==> src/pieb_defines.svh <==
// Register map, field positions and bus codes of the interrupt flag bank
`ifndef PIEB_DEFINES_SVH
`define PIEB_DEFINES_SVH

`define PIEB_ADDR_W 8
`define PIEB_DATA_W 32
`define PIEB_STAT_W 16

// Register byte offsets
`define PIEB_OFS_ENA_A 8'h00
`define PIEB_OFS_ENA_B 8'h04
`define PIEB_OFS_FLG_A 8'h08
`define PIEB_OFS_FLG_B 8'h0C
`define PIEB_OFS_CORE 8'h10
`define PIEB_OFS_RX_DATA 8'h14
`define PIEB_OFS_TX_DATA 8'h18
`define PIEB_OFS_STATUS 8'h1C
`define PIEB_OFS_MASK 8'h20

// Implemented-bit masks; for flag bank A only the software-held bits, not the serial mirrors
`define PIEB_ENA_A_MASK 8'h7F
`define PIEB_ENA_B_MASK 8'hF0
`define PIEB_FLG_A_SW_MASK 8'h4F
`define PIEB_FLG_B_MASK 8'hF0
`define PIEB_CORE_MASK 8'hC0

// Field positions, bank A
`define PIEB_BIT_ADC 6
`define PIEB_BIT_RX 5
`define PIEB_BIT_TX 4
`define PIEB_BIT_SSP 3
`define PIEB_BIT_CC 2
`define PIEB_BIT_TB 1
`define PIEB_BIT_TA 0
// Field positions, bank B and core control
`define PIEB_BIT_OSF 7
`define PIEB_BIT_C2 6
`define PIEB_BIT_C1 5
`define PIEB_BIT_EE 4
`define PIEB_BIT_GIE 7
`define PIEB_BIT_PERIPHERAL_GROUP_ENABLE 6

// Bus responses
`define PIEB_RESP_OKAY 2'b00
`define PIEB_RESP_SLVERR 2'b10

`endif

==> src/pieb_pkg.sv <==
// Types shared by the interrupt flag bank and its bus slave
`include "pieb_defines.svh"
package pieb_pkg;
	typedef enum logic [1:0] {
		PIEB_CC_CAPTURE = 2'b00,
		PIEB_CC_COMPARE = 2'b01,
		PIEB_CC_PWM = 2'b10,
		PIEB_CC_OFF = 2'b11
	} pieb_cc_mode_t;

	typedef struct packed {
		logic aw_full;
		logic [`PIEB_ADDR_W-1:0] awaddr;
		logic w_full;
		logic [`PIEB_DATA_W-1:0] wdata;
		logic [3:0] wstrb;
		logic awready;
		logic wready;
		logic bvalid;
		logic [1:0] bresp;
		logic arready;
		logic rvalid;
		logic [`PIEB_DATA_W-1:0] rdata;
		logic [1:0] rresp;
	} pieb_slv_state_t;

	typedef struct packed {
		logic [7:0] ena_a;
		logic [7:0] ena_b;
		logic [7:0] flg_a;
		logic [7:0] flg_b;
		logic [7:0] core;
		logic [7:0] tx_data;
		logic [`PIEB_STAT_W-1:0] status;
		logic [`PIEB_STAT_W-1:0] mask;
		logic [1:0] cmp_prev;
		logic primed;
		logic rx_read;
		logic tx_write;
		logic req;
		logic irq;
	} pieb_state_t;
endpackage

==> src/pieb_axil_slave.sv <==
// AXI4-Lite slave front end: one read under way at a time; the next write is taken and held while a write response waits
`timescale 1ns/1ps
`default_nettype none
`include "pieb_defines.svh"
module pieb_axil_slave (
	// Clock and reset
	input wire logic core_clk,
	input wire logic rstn,
	// Write address and data
	input wire logic [`PIEB_ADDR_W-1:0] s_axi_awaddr,
	input wire logic s_axi_awvalid,
	output logic s_axi_awready,
	input wire logic [`PIEB_DATA_W-1:0] s_axi_wdata,
	input wire logic [3:0] s_axi_wstrb,
	input wire logic s_axi_wvalid,
	output logic s_axi_wready,
	// Write response
	output logic [1:0] s_axi_bresp,
	output logic s_axi_bvalid,
	input wire logic s_axi_bready,
	// Read channels
	input wire logic [`PIEB_ADDR_W-1:0] s_axi_araddr,
	input wire logic s_axi_arvalid,
	output logic s_axi_arready,
	output logic [`PIEB_DATA_W-1:0] s_axi_rdata,
	output logic [1:0] s_axi_rresp,
	output logic s_axi_rvalid,
	input wire logic s_axi_rready,
	// Register side
	output logic wr_en,
	output logic [`PIEB_ADDR_W-1:0] wr_addr,
	output logic [`PIEB_DATA_W-1:0] wr_data,
	output logic [3:0] wr_strb,
	input wire logic wr_err,
	output logic rd_en,
	output logic [`PIEB_ADDR_W-1:0] rd_addr,
	input wire logic [`PIEB_DATA_W-1:0] rd_data,
	input wire logic rd_err
);
	import pieb_pkg::*;

	pieb_slv_state_t s_reg;
	pieb_slv_state_t s_next;

	// Write strobes come from held channel contents; read strobes and address come from the live read address channel
	assign wr_en = s_reg.aw_full & s_reg.w_full & ~s_reg.bvalid;
	assign wr_addr = s_reg.awaddr;
	assign wr_data = s_reg.wdata;
	assign wr_strb = s_reg.wstrb;
	assign rd_en = s_axi_arvalid & s_reg.arready;
	assign rd_addr = s_axi_araddr;

	// Address and data may arrive in either order; each is held until both are in
	always_comb begin
		s_next = s_reg;
		if (s_axi_awvalid && s_reg.awready) begin
			s_next.aw_full = 1'b1;
			s_next.awaddr = s_axi_awaddr;
		end
		if (s_axi_wvalid && s_reg.wready) begin
			s_next.w_full = 1'b1;
			s_next.wdata = s_axi_wdata;
			s_next.wstrb = s_axi_wstrb;
		end
		if (s_reg.bvalid && s_axi_bready) begin
			s_next.bvalid = 1'b0;
		end
		if (wr_en) begin
			s_next.aw_full = 1'b0;
			s_next.w_full = 1'b0;
			s_next.bvalid = 1'b1;
			s_next.bresp = wr_err ? `PIEB_RESP_SLVERR : `PIEB_RESP_OKAY;
		end
		if (s_reg.rvalid && s_axi_rready) begin
			s_next.rvalid = 1'b0;
		end
		// Read data is sampled at the address edge so side effects act once
		if (rd_en) begin
			s_next.rvalid = 1'b1;
			s_next.rdata = rd_data;
			s_next.rresp = rd_err ? `PIEB_RESP_SLVERR : `PIEB_RESP_OKAY;
		end
		s_next.awready = ~s_next.aw_full;
		s_next.wready = ~s_next.w_full;
		s_next.arready = ~s_next.rvalid;
	end

	// State register
	always_ff @(posedge core_clk) begin
		if (!rstn) begin
			s_reg <= '0;
		end else begin
			s_reg <= s_next;
		end
	end

	// Bus outputs straight from the state
	assign s_axi_awready = s_reg.awready;
	assign s_axi_wready = s_reg.wready;
	assign s_axi_bvalid = s_reg.bvalid;
	assign s_axi_bresp = s_reg.bresp;
	assign s_axi_arready = s_reg.arready;
	assign s_axi_rvalid = s_reg.rvalid;
	assign s_axi_rdata = s_reg.rdata;
	assign s_axi_rresp = s_reg.rresp;
endmodule
`default_nettype wire

==> src/pieb_top.sv <==
// Peripheral interrupt enable and flag bank with AXI4-Lite register access
//
// Design decisions made here: the placing of the registers and register access over AXI4-Lite.
`timescale 1ns/1ps
`default_nettype none
`include "pieb_defines.svh"
module pieb_top (
	// Clock and reset
	input wire logic core_clk,
	input wire logic rstn,
	// AXI4-Lite write address and data
	input wire logic [`PIEB_ADDR_W-1:0] s_axi_awaddr,
	input wire logic s_axi_awvalid,
	output logic s_axi_awready,
	input wire logic [`PIEB_DATA_W-1:0] s_axi_wdata,
	input wire logic [3:0] s_axi_wstrb,
	input wire logic s_axi_wvalid,
	output logic s_axi_wready,
	// AXI4-Lite write response
	output logic [1:0] s_axi_bresp,
	output logic s_axi_bvalid,
	input wire logic s_axi_bready,
	// AXI4-Lite read
	input wire logic [`PIEB_ADDR_W-1:0] s_axi_araddr,
	input wire logic s_axi_arvalid,
	output logic s_axi_arready,
	output logic [`PIEB_DATA_W-1:0] s_axi_rdata,
	output logic [1:0] s_axi_rresp,
	output logic s_axi_rvalid,
	input wire logic s_axi_rready,
	// Peripheral event strobes
	input wire logic adc_done_evt,
	input wire logic sync_serial_done_evt,
	input wire logic capcomp_capture_evt,
	input wire logic capcomp_compare_evt,
	input wire pieb_pkg::pieb_cc_mode_t capcomp_mode,
	input wire logic timer_b_match_evt,
	input wire logic timer_a_overflow_evt,
	input wire logic osc_fail_evt,
	input wire logic eeprom_write_done_evt,
	// Peripheral levels
	input wire logic comparator_one_output,
	input wire logic comparator_two_output,
	input wire logic serial_rx_full,
	input wire logic serial_tx_empty,
	input wire logic [7:0] serial_rx_data,
	// Serial data register side effects
	output logic serial_rx_data_read,
	output logic serial_tx_data_write,
	output logic [7:0] serial_tx_data,
	// Core request and bus interrupt
	output logic periph_irq_request,
	output logic bus_irq
);
	import pieb_pkg::*;

	pieb_state_t s_reg;
	pieb_state_t s_next;

	logic wr_en;
	logic [`PIEB_ADDR_W-1:0] wr_addr;
	logic [`PIEB_DATA_W-1:0] wr_data;
	logic [3:0] wr_strb;
	logic wr_err;
	logic rd_en;
	logic [`PIEB_ADDR_W-1:0] rd_addr;
	logic [`PIEB_DATA_W-1:0] rd_data;
	logic rd_err;

	// Bus front end
	pieb_axil_slave u_slave (
		.core_clk(core_clk),
		.rstn(rstn),
		.s_axi_awaddr(s_axi_awaddr),
		.s_axi_awvalid(s_axi_awvalid),
		.s_axi_awready(s_axi_awready),
		.s_axi_wdata(s_axi_wdata),
		.s_axi_wstrb(s_axi_wstrb),
		.s_axi_wvalid(s_axi_wvalid),
		.s_axi_wready(s_axi_wready),
		.s_axi_bresp(s_axi_bresp),
		.s_axi_bvalid(s_axi_bvalid),
		.s_axi_bready(s_axi_bready),
		.s_axi_araddr(s_axi_araddr),
		.s_axi_arvalid(s_axi_arvalid),
		.s_axi_arready(s_axi_arready),
		.s_axi_rdata(s_axi_rdata),
		.s_axi_rresp(s_axi_rresp),
		.s_axi_rvalid(s_axi_rvalid),
		.s_axi_rready(s_axi_rready),
		.wr_en(wr_en),
		.wr_addr(wr_addr),
		.wr_data(wr_data),
		.wr_strb(wr_strb),
		.wr_err(wr_err),
		.rd_en(rd_en),
		.rd_addr(rd_addr),
		.rd_data(rd_data),
		.rd_err(rd_err)
	);

	// Address decode for both directions
	function automatic logic is_mapped(input logic [`PIEB_ADDR_W-1:0] a);
		logic hit;
		hit = 1'b0;
		case (a)
			`PIEB_OFS_ENA_A: hit = 1'b1;
			`PIEB_OFS_ENA_B: hit = 1'b1;
			`PIEB_OFS_FLG_A: hit = 1'b1;
			`PIEB_OFS_FLG_B: hit = 1'b1;
			`PIEB_OFS_CORE: hit = 1'b1;
			`PIEB_OFS_RX_DATA: hit = 1'b1;
			`PIEB_OFS_TX_DATA: hit = 1'b1;
			`PIEB_OFS_STATUS: hit = 1'b1;
			`PIEB_OFS_MASK: hit = 1'b1;
			default: hit = 1'b0;
		endcase
		return hit;
	endfunction

	assign wr_err = ~is_mapped(wr_addr);
	assign rd_err = ~is_mapped(rd_addr);

	// Write strobes per register; only byte lane 0 carries data, except lane 1 for the upper mask byte
	logic wr_lane0;
	logic wr_ena_a;
	logic wr_ena_b;
	logic wr_flg_a;
	logic wr_flg_b;
	logic wr_core;
	logic wr_tx;
	logic wr_mask_lo;
	logic wr_mask_hi;
	logic rd_status;
	logic rd_rx;

	assign wr_lane0 = wr_en & wr_strb[0];
	assign wr_ena_a = wr_lane0 & (wr_addr == `PIEB_OFS_ENA_A);
	assign wr_ena_b = wr_lane0 & (wr_addr == `PIEB_OFS_ENA_B);
	assign wr_flg_a = wr_lane0 & (wr_addr == `PIEB_OFS_FLG_A);
	assign wr_flg_b = wr_lane0 & (wr_addr == `PIEB_OFS_FLG_B);
	assign wr_core = wr_lane0 & (wr_addr == `PIEB_OFS_CORE);
	assign wr_tx = wr_lane0 & (wr_addr == `PIEB_OFS_TX_DATA);
	assign wr_mask_lo = wr_lane0 & (wr_addr == `PIEB_OFS_MASK);
	assign wr_mask_hi = wr_en & wr_strb[1] & (wr_addr == `PIEB_OFS_MASK);
	assign rd_status = rd_en & (rd_addr == `PIEB_OFS_STATUS);
	assign rd_rx = rd_en & (rd_addr == `PIEB_OFS_RX_DATA);

	// Hardware set conditions, banks A and B
	logic [7:0] set_a;
	logic [7:0] set_b;
	logic cc_hit;
	logic [1:0] cmp_now;
	logic [1:0] cmp_chg;

	// Capture or compare source picked by mode; PWM mode never flags
	always_comb begin
		case (capcomp_mode)
			PIEB_CC_CAPTURE: cc_hit = capcomp_capture_evt;
			PIEB_CC_COMPARE: cc_hit = capcomp_compare_evt;
			PIEB_CC_PWM: cc_hit = 1'b0;
			default: cc_hit = 1'b0;
		endcase
	end

	// Comparator edges; the first cycle after reset only learns the level
	assign cmp_now = {comparator_two_output, comparator_one_output};
	assign cmp_chg = s_reg.primed ? (cmp_now ^ s_reg.cmp_prev) : 2'b00;

	// Event vectors, independent of any enable bit
	always_comb begin
		set_a = 8'h00;
		set_a[`PIEB_BIT_ADC] = adc_done_evt;
		set_a[`PIEB_BIT_SSP] = sync_serial_done_evt;
		set_a[`PIEB_BIT_CC] = cc_hit;
		set_a[`PIEB_BIT_TB] = timer_b_match_evt;
		set_a[`PIEB_BIT_TA] = timer_a_overflow_evt;
		set_b = 8'h00;
		set_b[`PIEB_BIT_OSF] = osc_fail_evt;
		set_b[`PIEB_BIT_C2] = cmp_chg[1];
		set_b[`PIEB_BIT_C1] = cmp_chg[0];
		set_b[`PIEB_BIT_EE] = eeprom_write_done_evt;
	end

	// Status events: every hardware set event, plus the serial mirrors rising
	logic [7:0] rise_a;
	logic [`PIEB_STAT_W-1:0] stat_set;
	logic [7:0] any_a;
	logic [7:0] any_b;

	// Next-state logic of the whole bank
	always_comb begin
		s_next = s_reg;
		s_next.cmp_prev = cmp_now;
		s_next.primed = 1'b1;
		s_next.rx_read = rd_rx;
		s_next.tx_write = wr_tx;
		// Enable registers keep only their implemented bits
		if (wr_ena_a) begin
			s_next.ena_a = wr_data[7:0] & `PIEB_ENA_A_MASK;
		end
		if (wr_ena_b) begin
			s_next.ena_b = wr_data[7:0] & `PIEB_ENA_B_MASK;
		end
		if (wr_core) begin
			s_next.core = wr_data[7:0] & `PIEB_CORE_MASK;
		end
		if (wr_tx) begin
			s_next.tx_data = wr_data[7:0];
		end
		// Software-held flags: written value, then events on top
		if (wr_flg_a) begin
			s_next.flg_a = wr_data[7:0] & `PIEB_FLG_A_SW_MASK;
		end else begin
			s_next.flg_a = s_reg.flg_a & `PIEB_FLG_A_SW_MASK;
		end
		s_next.flg_a = s_next.flg_a | set_a;
		// Serial mirrors; forced low for the read or write and the cycle after,
		// giving the serial unit time to drop its level
		s_next.flg_a[`PIEB_BIT_RX] = serial_rx_full & ~rd_rx & ~s_reg.rx_read;
		s_next.flg_a[`PIEB_BIT_TX] = serial_tx_empty & ~wr_tx & ~s_reg.tx_write;
		if (wr_flg_b) begin
			s_next.flg_b = wr_data[7:0] & `PIEB_FLG_B_MASK;
		end else begin
			s_next.flg_b = s_reg.flg_b;
		end
		s_next.flg_b = s_next.flg_b | set_b;
		// Sticky status: read clears, an event in the same cycle stays
		rise_a = s_next.flg_a & ~s_reg.flg_a;
		stat_set = {set_b, set_a | (rise_a & ~`PIEB_FLG_A_SW_MASK)};
		s_next.status = (rd_status ? '0 : s_reg.status) | stat_set;
		if (wr_mask_lo) begin
			s_next.mask[7:0] = wr_data[7:0];
		end
		if (wr_mask_hi) begin
			s_next.mask[15:8] = wr_data[15:8];
		end
		s_next.irq = |(s_next.status & s_next.mask);
		// Core request gated by group and global enables
		any_a = s_next.flg_a & s_next.ena_a;
		any_b = s_next.flg_b & s_next.ena_b;
		s_next.req = s_next.core[`PIEB_BIT_GIE] & s_next.core[`PIEB_BIT_PERIPHERAL_GROUP_ENABLE]
			& (|any_a | |any_b);
	end

	// Read mux; unimplemented positions are zero in every stored value
	always_comb begin
		rd_data = '0;
		case (rd_addr)
			`PIEB_OFS_ENA_A: rd_data[7:0] = s_reg.ena_a;
			`PIEB_OFS_ENA_B: rd_data[7:0] = s_reg.ena_b;
			`PIEB_OFS_FLG_A: rd_data[7:0] = s_reg.flg_a;
			`PIEB_OFS_FLG_B: rd_data[7:0] = s_reg.flg_b;
			`PIEB_OFS_CORE: rd_data[7:0] = s_reg.core;
			`PIEB_OFS_RX_DATA: rd_data[7:0] = serial_rx_data;
			`PIEB_OFS_TX_DATA: rd_data[7:0] = s_reg.tx_data;
			`PIEB_OFS_STATUS: rd_data[`PIEB_STAT_W-1:0] = s_reg.status;
			`PIEB_OFS_MASK: rd_data[`PIEB_STAT_W-1:0] = s_reg.mask;
			default: rd_data = '0;
		endcase
	end

	// State register; every field resets to zero
	always_ff @(posedge core_clk) begin
		if (!rstn) begin
			s_reg <= '0;
		end else begin
			s_reg <= s_next;
		end
	end

	// Outputs straight from the state
	assign serial_rx_data_read = s_reg.rx_read;
	assign serial_tx_data_write = s_reg.tx_write;
	assign serial_tx_data = s_reg.tx_data;
	assign periph_irq_request = s_reg.req;
	assign bus_irq = s_reg.irq;
endmodule
`default_nettype wire

==> config.mk <==
export PLATFORM = sky130hd
export DESIGN_NAME = pieb_top
export DESIGN_NICKNAME = d
export VERILOG_FILES = /design/src/pieb_pkg.sv /design/src/pieb_axil_slave.sv /design/src/pieb_top.sv
export VERILOG_INCLUDE_DIRS = /design/src /design/src/src
export SDC_FILE = /design/constraint.sdc
export NUM_CORES = 1
export LEC_CHECK = 0
export BUFFER_PORTS_ARGS = -buffer_cell sky130_fd_sc_hd__buf_2
export CAP_MARGIN = 10
export CORE_ASPECT_RATIO = 1.25
export CORE_MARGIN = 4
export CORE_UTILIZATION = 41
export CTS_CLUSTER_DIAMETER = 200
export CTS_CLUSTER_SIZE = 8
export DETAILED_ROUTE_END_ITERATION = 8
export MAX_ROUTING_LAYER = met4
export SLEW_MARGIN = 20
export SYNTH_ARGS = -nofsm -noshare
export SYNTH_HDL_FRONTEND = slang
export SYNTH_SLANG_ARGS = --single-unit
==> constraint.sdc <==
create_clock -name core_clk -period 4.2 [get_ports core_clk]
set_input_delay 0.84 -clock core_clk [delete_from_list [all_inputs] [get_ports core_clk]]
set_output_delay 0.84 -clock core_clk [all_outputs]
set_load 0.02 [all_outputs]
; ---- Yosys cells after proc, flatten, opt, wreduce, memory -nomap -nowiden
; Index checks and enable logic that the tools add are counted.
[totals]
reg_bits = 152
inputBits = 81
out_inout_bits = 53
[op_classes]
n_eq_ne = 17
muxes = 25
bitwise_logic = 40
n_reduce_logical = 13
[ops]
columns = op, n
row1 = one-hot mux 8 bit (9 select lines), 1
row2 = == test 8 x 5 -> 1 bit (second input constant), 8
row3 = two-way mux 8 bit, 6
row4 = two-way mux 37 bit, 1
row5 = two-way mux 35 bit, 1
row6 = == test 8 x 4 -> 1 bit (second input constant), 4
row7 = bitwise AND 1 bit, 21
row8 = OR reduction 9 bit, 2
row9 = bitwise AND 16 bit, 1
row10 = bitwise AND 7 x 8 -> 8 bit, 2
row11 = == test 8 x 3 -> 1 bit (second input constant), 2
row12 = == test 8 x 6 -> 1 bit (second input constant), 2
row13 = zero test 8 bit, 2
row14 = two-way mux 16 bit, 1
row15 = bitwise OR 16 bit, 1
row16 = one-hot mux 8 bit (2 select lines), 1
row17 = OR reduction 16 bit, 1
row18 = OR reduction 8 bit, 2
row19 = two-way mux 9 bit, 1
row20 = bitwise AND 8 bit, 1
row21 = NOT 1 bit, 8
row22 = NOT 8 bit, 1
row23 = bitwise OR 7 x 8 -> 8 bit, 1
row24 = bitwise OR 8 bit, 1
row25 = other kinds (13), 23

; ---- Longest topological paths before layout
[depth]
word_depth = 13
mapped_depth = 9
ltp_nobuf = 6

; ---- Cells and area by module
; Synthesis repeated with hierarchy kept, for this count alone.
[unflattened]
hier_cells = 902
area_unflattened_um2 = 7507.2
[modules_own_cells]
columns = mod, n_inst, cells_each, area_each_um2
row1 = pieb_top, 1, 451, 3848.7
row2 = pieb_axil_slave, 1, 451, 3658.5

; ---- Worst setup path before layout
; Ideal clock, no wire load.
[synth_path]
kind = input to register
startpoint = input port s_axi_araddr[5]
endpoint = register s_reg, in the netlist bus_irq
arrival_ns = 2.612
required_time_ns = 4.068
slack_ns = 1.456
cell_stages = 6
n_path_buf = 0
path_cell_list = or4b_2 o311ai_1 a2bb2oi_1 o22ai_1 nor4_1 a31oi_1
[synth_via]
elab_chain_len = 10
[synth_lines]
columns = element, line_no
row1 = from (decl), pieb_top.sv:24  ; input wire logic [`PIEB_ADDR_W-1:0] s_axi_araddr,
row2 = == test 8 x 5 -> 1 bit, -
row3 = bitwise AND 1 bit, pieb_top.sv:147  ; assign rd_rx = rd_en & (rd_addr == `PIEB_OFS_RX_DATA);
row4 = NOT 1 bit, pieb_top.sv:220  ; s_next.flg_a[`PIEB_BIT_RX] = serial_rx_full & ~rd_rx & ~s_reg.rx_read;
row5 = bitwise AND 1 bit (2 in a row), pieb_top.sv:220
row6 = bitwise AND 7 x 8 -> 8 bit, pieb_top.sv:229  ; rise_a = s_next.flg_a & ~s_reg.flg_a;
row7 = bitwise OR 7 x 8 -> 8 bit, pieb_top.sv:230  ; stat_set = {set_b, set_a | (rise_a & ~`PIEB_FLG_A_SW_MASK)};
row8 = bitwise OR 16 bit *, pieb_top.sv:231  ; s_next.status = (rd_status ? '0 : s_reg.status) | stat_set;
row9 = bitwise AND 16 bit *, pieb_top.sv:238  ; s_next.irq = |(s_next.status & s_next.mask);
row10 = OR reduction 16 bit *, pieb_top.sv:238
row11 = to (signal assigned), pieb_top.sv:268  ; s_reg <= s_next;
row12 = to (decl), pieb_top.sv:57  ; pieb_state_t s_reg;
; Mark *: on every way between the ends. The rest lies on a longest branch, timed or not.
; A chain may end at the register's enable or synchronous reset.

; ---- Worst setup path after layout
[layout_path]
startpoint = register u_slave.s_reg, in the netlist u_slave.wr_addr[3]
endpoint = register s_reg, in the netlist bus_irq
[layout_via]
elab_chain_len = 10
[layout_lines]
columns = element, line_no
row1 = from (decl), pieb_axil_slave.sv:42  ; pieb_slv_state_t s_reg;
row2 = from (signal assigned), pieb_axil_slave.sv:93  ; s_reg <= s_next;
row3 = == test 8 x 5 -> 1 bit, -
row4 = bitwise AND 1 bit, pieb_top.sv:143  ; assign wr_tx = wr_lane0 & (wr_addr == `PIEB_OFS_TX_DATA);
row5 = NOT 1 bit, pieb_top.sv:221  ; s_next.flg_a[`PIEB_BIT_TX] = serial_tx_empty & ~wr_tx & ~s_reg.tx_write;
row6 = bitwise AND 1 bit (2 in a row), pieb_top.sv:221
row7 = bitwise AND 7 x 8 -> 8 bit, pieb_top.sv:229
row8 = bitwise OR 7 x 8 -> 8 bit, pieb_top.sv:230
row9 = bitwise OR 16 bit, pieb_top.sv:231
row10 = bitwise AND 16 bit *, pieb_top.sv:238
row11 = OR reduction 16 bit *, pieb_top.sv:238
; Marked as above.

==> qor.txt <==
total iterations of the first detailed-routing run = 7
Hold Path Class = reg2reg
transition time at the pin with the least slew margin = 0.891 ns
library cells used by synthesis = 57
Design Power = 0.00308 W
result of the run = completed
Max Clock Skew = 0.0143 ns
final slew viol count = 0
number of cells on the worst hold path = 2
proportion of synthesized area in mux cells = 0.0704
Hold Crit Endpoint = u_slave.s_axi_rdata[10]$_SDFFE_PN0N_
number of nets in the layout = 830
I/O pin count = 134
Syn Std Cell Area = 0.00589 mm^2
synthesized netlist cell count = 693
total setup buffers inserted after CTS = 0
maximum number of pins on one net before global-route repair = 45
kind of critical path = reg2reg
vias in the first global route = 5067
peak supply drop = 271 uV
hold_ws = 0.451 ns
initial core utilization = 0.423
TritonCTS sink count = 130
CTS Hold Bufs = 0
compound-gate portion of the synthesized area = 0.181
number of enable-type register cells in the synthesized netlist = 0
Die Ht = 142 um
number of cells traversed by the worst register-to-register path = 6
count of buffers from port buffering = 97
TritonCTS buffer count = 17
average cell area after synthesis = 8.49 um^2
data required time at the worst endpoint = 4.46 ns
largest family of logic cells by synthesized area = simple AND/OR/NAND/NOR gates
chip width = 115 um
Peak Freq = 0.327 GHz
area share of and/or/nand/nor cells after synthesis = 0.210
CORE AREA = 0.0139 mm^2
Final ANT Viol Nets = 0
number of DRC markers after the initial detailed-route iteration = 395
CP Max Fanout = 18
layout cell share with drive strength beyond 1 = 0.197
final hold viol count = 0
reg2reg start = u_slave.wr_addr[3]$_SDFFE_PN0P_
clock-pin transition on the worst setup and hold timing paths = 0.06 ns
slack of the worst reg-to-reg path = 1.14 ns
share of Yosys cell area claimed by the top area cell type = 0.442
TNS Setup = 0 ns
portion of the clock cycle consumed by the worst path in the final layout = 0.729
Arrival @ worst endpoint = 3.32 ns
growth of design area from synthesis to finish = 16.4%
number of H-tree branching levels = 4
total routing usage reported by global routing = 0.221
max reg flops = 67
share of async-settable or async-resettable flops after synthesis = 0
total grt overflow = 0
Worst Setup Start Kind = flip-flop
setup-violating endpoint count in the final report = 0
Vias = 5279
Die Outline Area = 0.0164 mm^2
root buffer selected by CTS = clkbuf_16
RSZ-0062 raised after global routing = no
XOR/XNOR Fraction of Synth Area = 0.00298
Synth Warn # = 0
min cycle time layout = 3.06 ns
library cell occupying the most area in the post-synthesis netlist = dfxtp_1
routability cong. = 0.922
Routed wire per std cell = 18.5 um
worst min-delay path startpoint = s_reg[33]$_SDFF_PN0_
adder-cell area share of the yosys netlist = 0
detail-routed via count per cell = 5.63
predominant post-synthesis flop cell = dfxtp_1
clock latency of the later-clocked register in the worst-skew pair = 0.41 ns
P_leak = 2.76 nW
number of filler instances in the final layout = 1381
antenna cells = 0
Total Routed Length = 17.3 mm
post-CTS resize count = 0
HPWL after detailed placement = 12.8 mm
total DRC errors in the routed layout = 0
capture point of the worst reg-to-reg path = bus_irq$_SDFF_PN0_
sequential-to-total area share from yosys stat = 0.442
category of the worst setup path capture point = flip-flop
floorplan row count = 48
post-synthesis sequential element count = 130
Max Cap Viol = 0
pwr/cell area = 449 mW/mm^2
wire length of the first global-routing pass = 27.3 mm
largest cells by area after synthesis = dfxtp_1 (44%), mux2i_1 (6.5%), nand2_1 (6.1%)
CTS tree = yes
clk buf depth = 2
max-slew headroom at the worst pin = 0.401
antenna violations before repair = 0
## report_power, final
part	switching, W	internal [W]	total, W
combinational	0.000132	0.0000717	0.000204
sequential	0.0000410	0.00127	0.00131
clock	0.000553	0.00101	0.00156
total	0.000726	0.00235	0.00308
## synthesized netlist by cell type (6+ instances only)
library cell  count
o22ai_1          14
and3_1           16
clkbuf_1         33
o32ai_1           6
o21ai_0          16
dfxtp_1         130
nor2_1           68
and2_1            6
nand3_1          10
a21oi_1          66
nand2_1          96
a31oi_1           6
buf_4            44
inv_1            17
nor4_1            9
a22oi_1          37
mux2i_1          38
## metrics by stage
stage / worst slack (ns) / instance area [um^2] / util / std cells
after global routing: 0.868 / 6850 / 0.492 / 937
after global placement: 1.02 / 6230 / 0.447 / 905
after floorplan: 1.46 / 5950 / - / 710
after detailed placement: 0.972 / 6230 / 0.447 / 905
after CTS: 1.17 / 6850 / 0.492 / 937
final: 1.14 / 6850 / 0.492 / 937
## worst max-delay path: stages, from the launching register on
cell and delay [ns]:
dfxtp_1 0.49, or4_1 0.64, nor4_4 0.76, mux2i_1 0.45, o22ai_1 0.14, nor4_1 0.30
a31oi_1 0.12
## layout make-up
cell class	count	area, um^2	area share
Sequential cell	130	2600	0.380
Multi-Input combinational cell	479	2810	0.410
Inverter	18	67.6	0.00986
Clock inverter	12	180	0.0263
Timing Repair Buffer	103	531	0.0774
Clock buffer	20	447	0.0652
Tap cell	175	219	0.0320
## how the worst max path moves through the flow
| stage | from | cells past startpoint | to |
|---|---|---|---|
| floorplan | s_axi_araddr[5] | 6 | bus_irq$_SDFF_PN0_ |
| global placement | s_axi_araddr[5] | 7 | bus_irq$_SDFF_PN0_ |
| detailed placement | s_axi_araddr[5] | 7 | bus_irq$_SDFF_PN0_ |
| CTS | u_slave.wr_addr[3]$_SDFFE_PN0P_ | 6 | bus_irq$_SDFF_PN0_ |
| global route | u_slave.wr_addr[3]$_SDFFE_PN0P_ | 6 | bus_irq$_SDFF_PN0_ |
| finish | u_slave.wr_addr[3]$_SDFFE_PN0P_ | 6 | bus_irq$_SDFF_PN0_ |
## cell families (layout without fill, tap and decap cells)
group                  after synthesis  in the layout
AO/OA/AOI/OAI                      168            168
XOR/XNOR                             2              2
buffers and inverters              101            153
flip-flops                         130            130
multiplexers                        41             41
other                                1             18
AND/OR/NAND/NOR                    250            250
## placed cells by master (no fill, tap or decap), types with 4 or more instances in the layout
cell type / instances
nand2b_1: 4
inv_1: 17
a22oi_1: 37
bufinv_16: 4
nand3_1: 10
dfxtp_1: 130
a21oi_1: 66
clkinvlp_4: 5
nor4_1: 8
buf_2: 97
and2_1: 6
nor3_1: 5
nand3b_1: 4
o22ai_1: 14
conb_1: 18
nor2_1: 68
and3_1: 16
mux2i_1: 38
buf_4: 6
clkbuf_16: 17
a31oi_1: 6
a2111oi_0: 4
or3_1: 5
o21ai_0: 16
or4b_2: 4
or4_1: 4
o32ai_1: 6
nand2_1: 96
## routing by layer
layer  part of all wire  track usage
met2               0.49        0.355
met5                  0            -
met4              0.023       0.0735
met3              0.074       0.0540
met1               0.42        0.273
No activity file was read; power rests on OpenSTA's default activity.
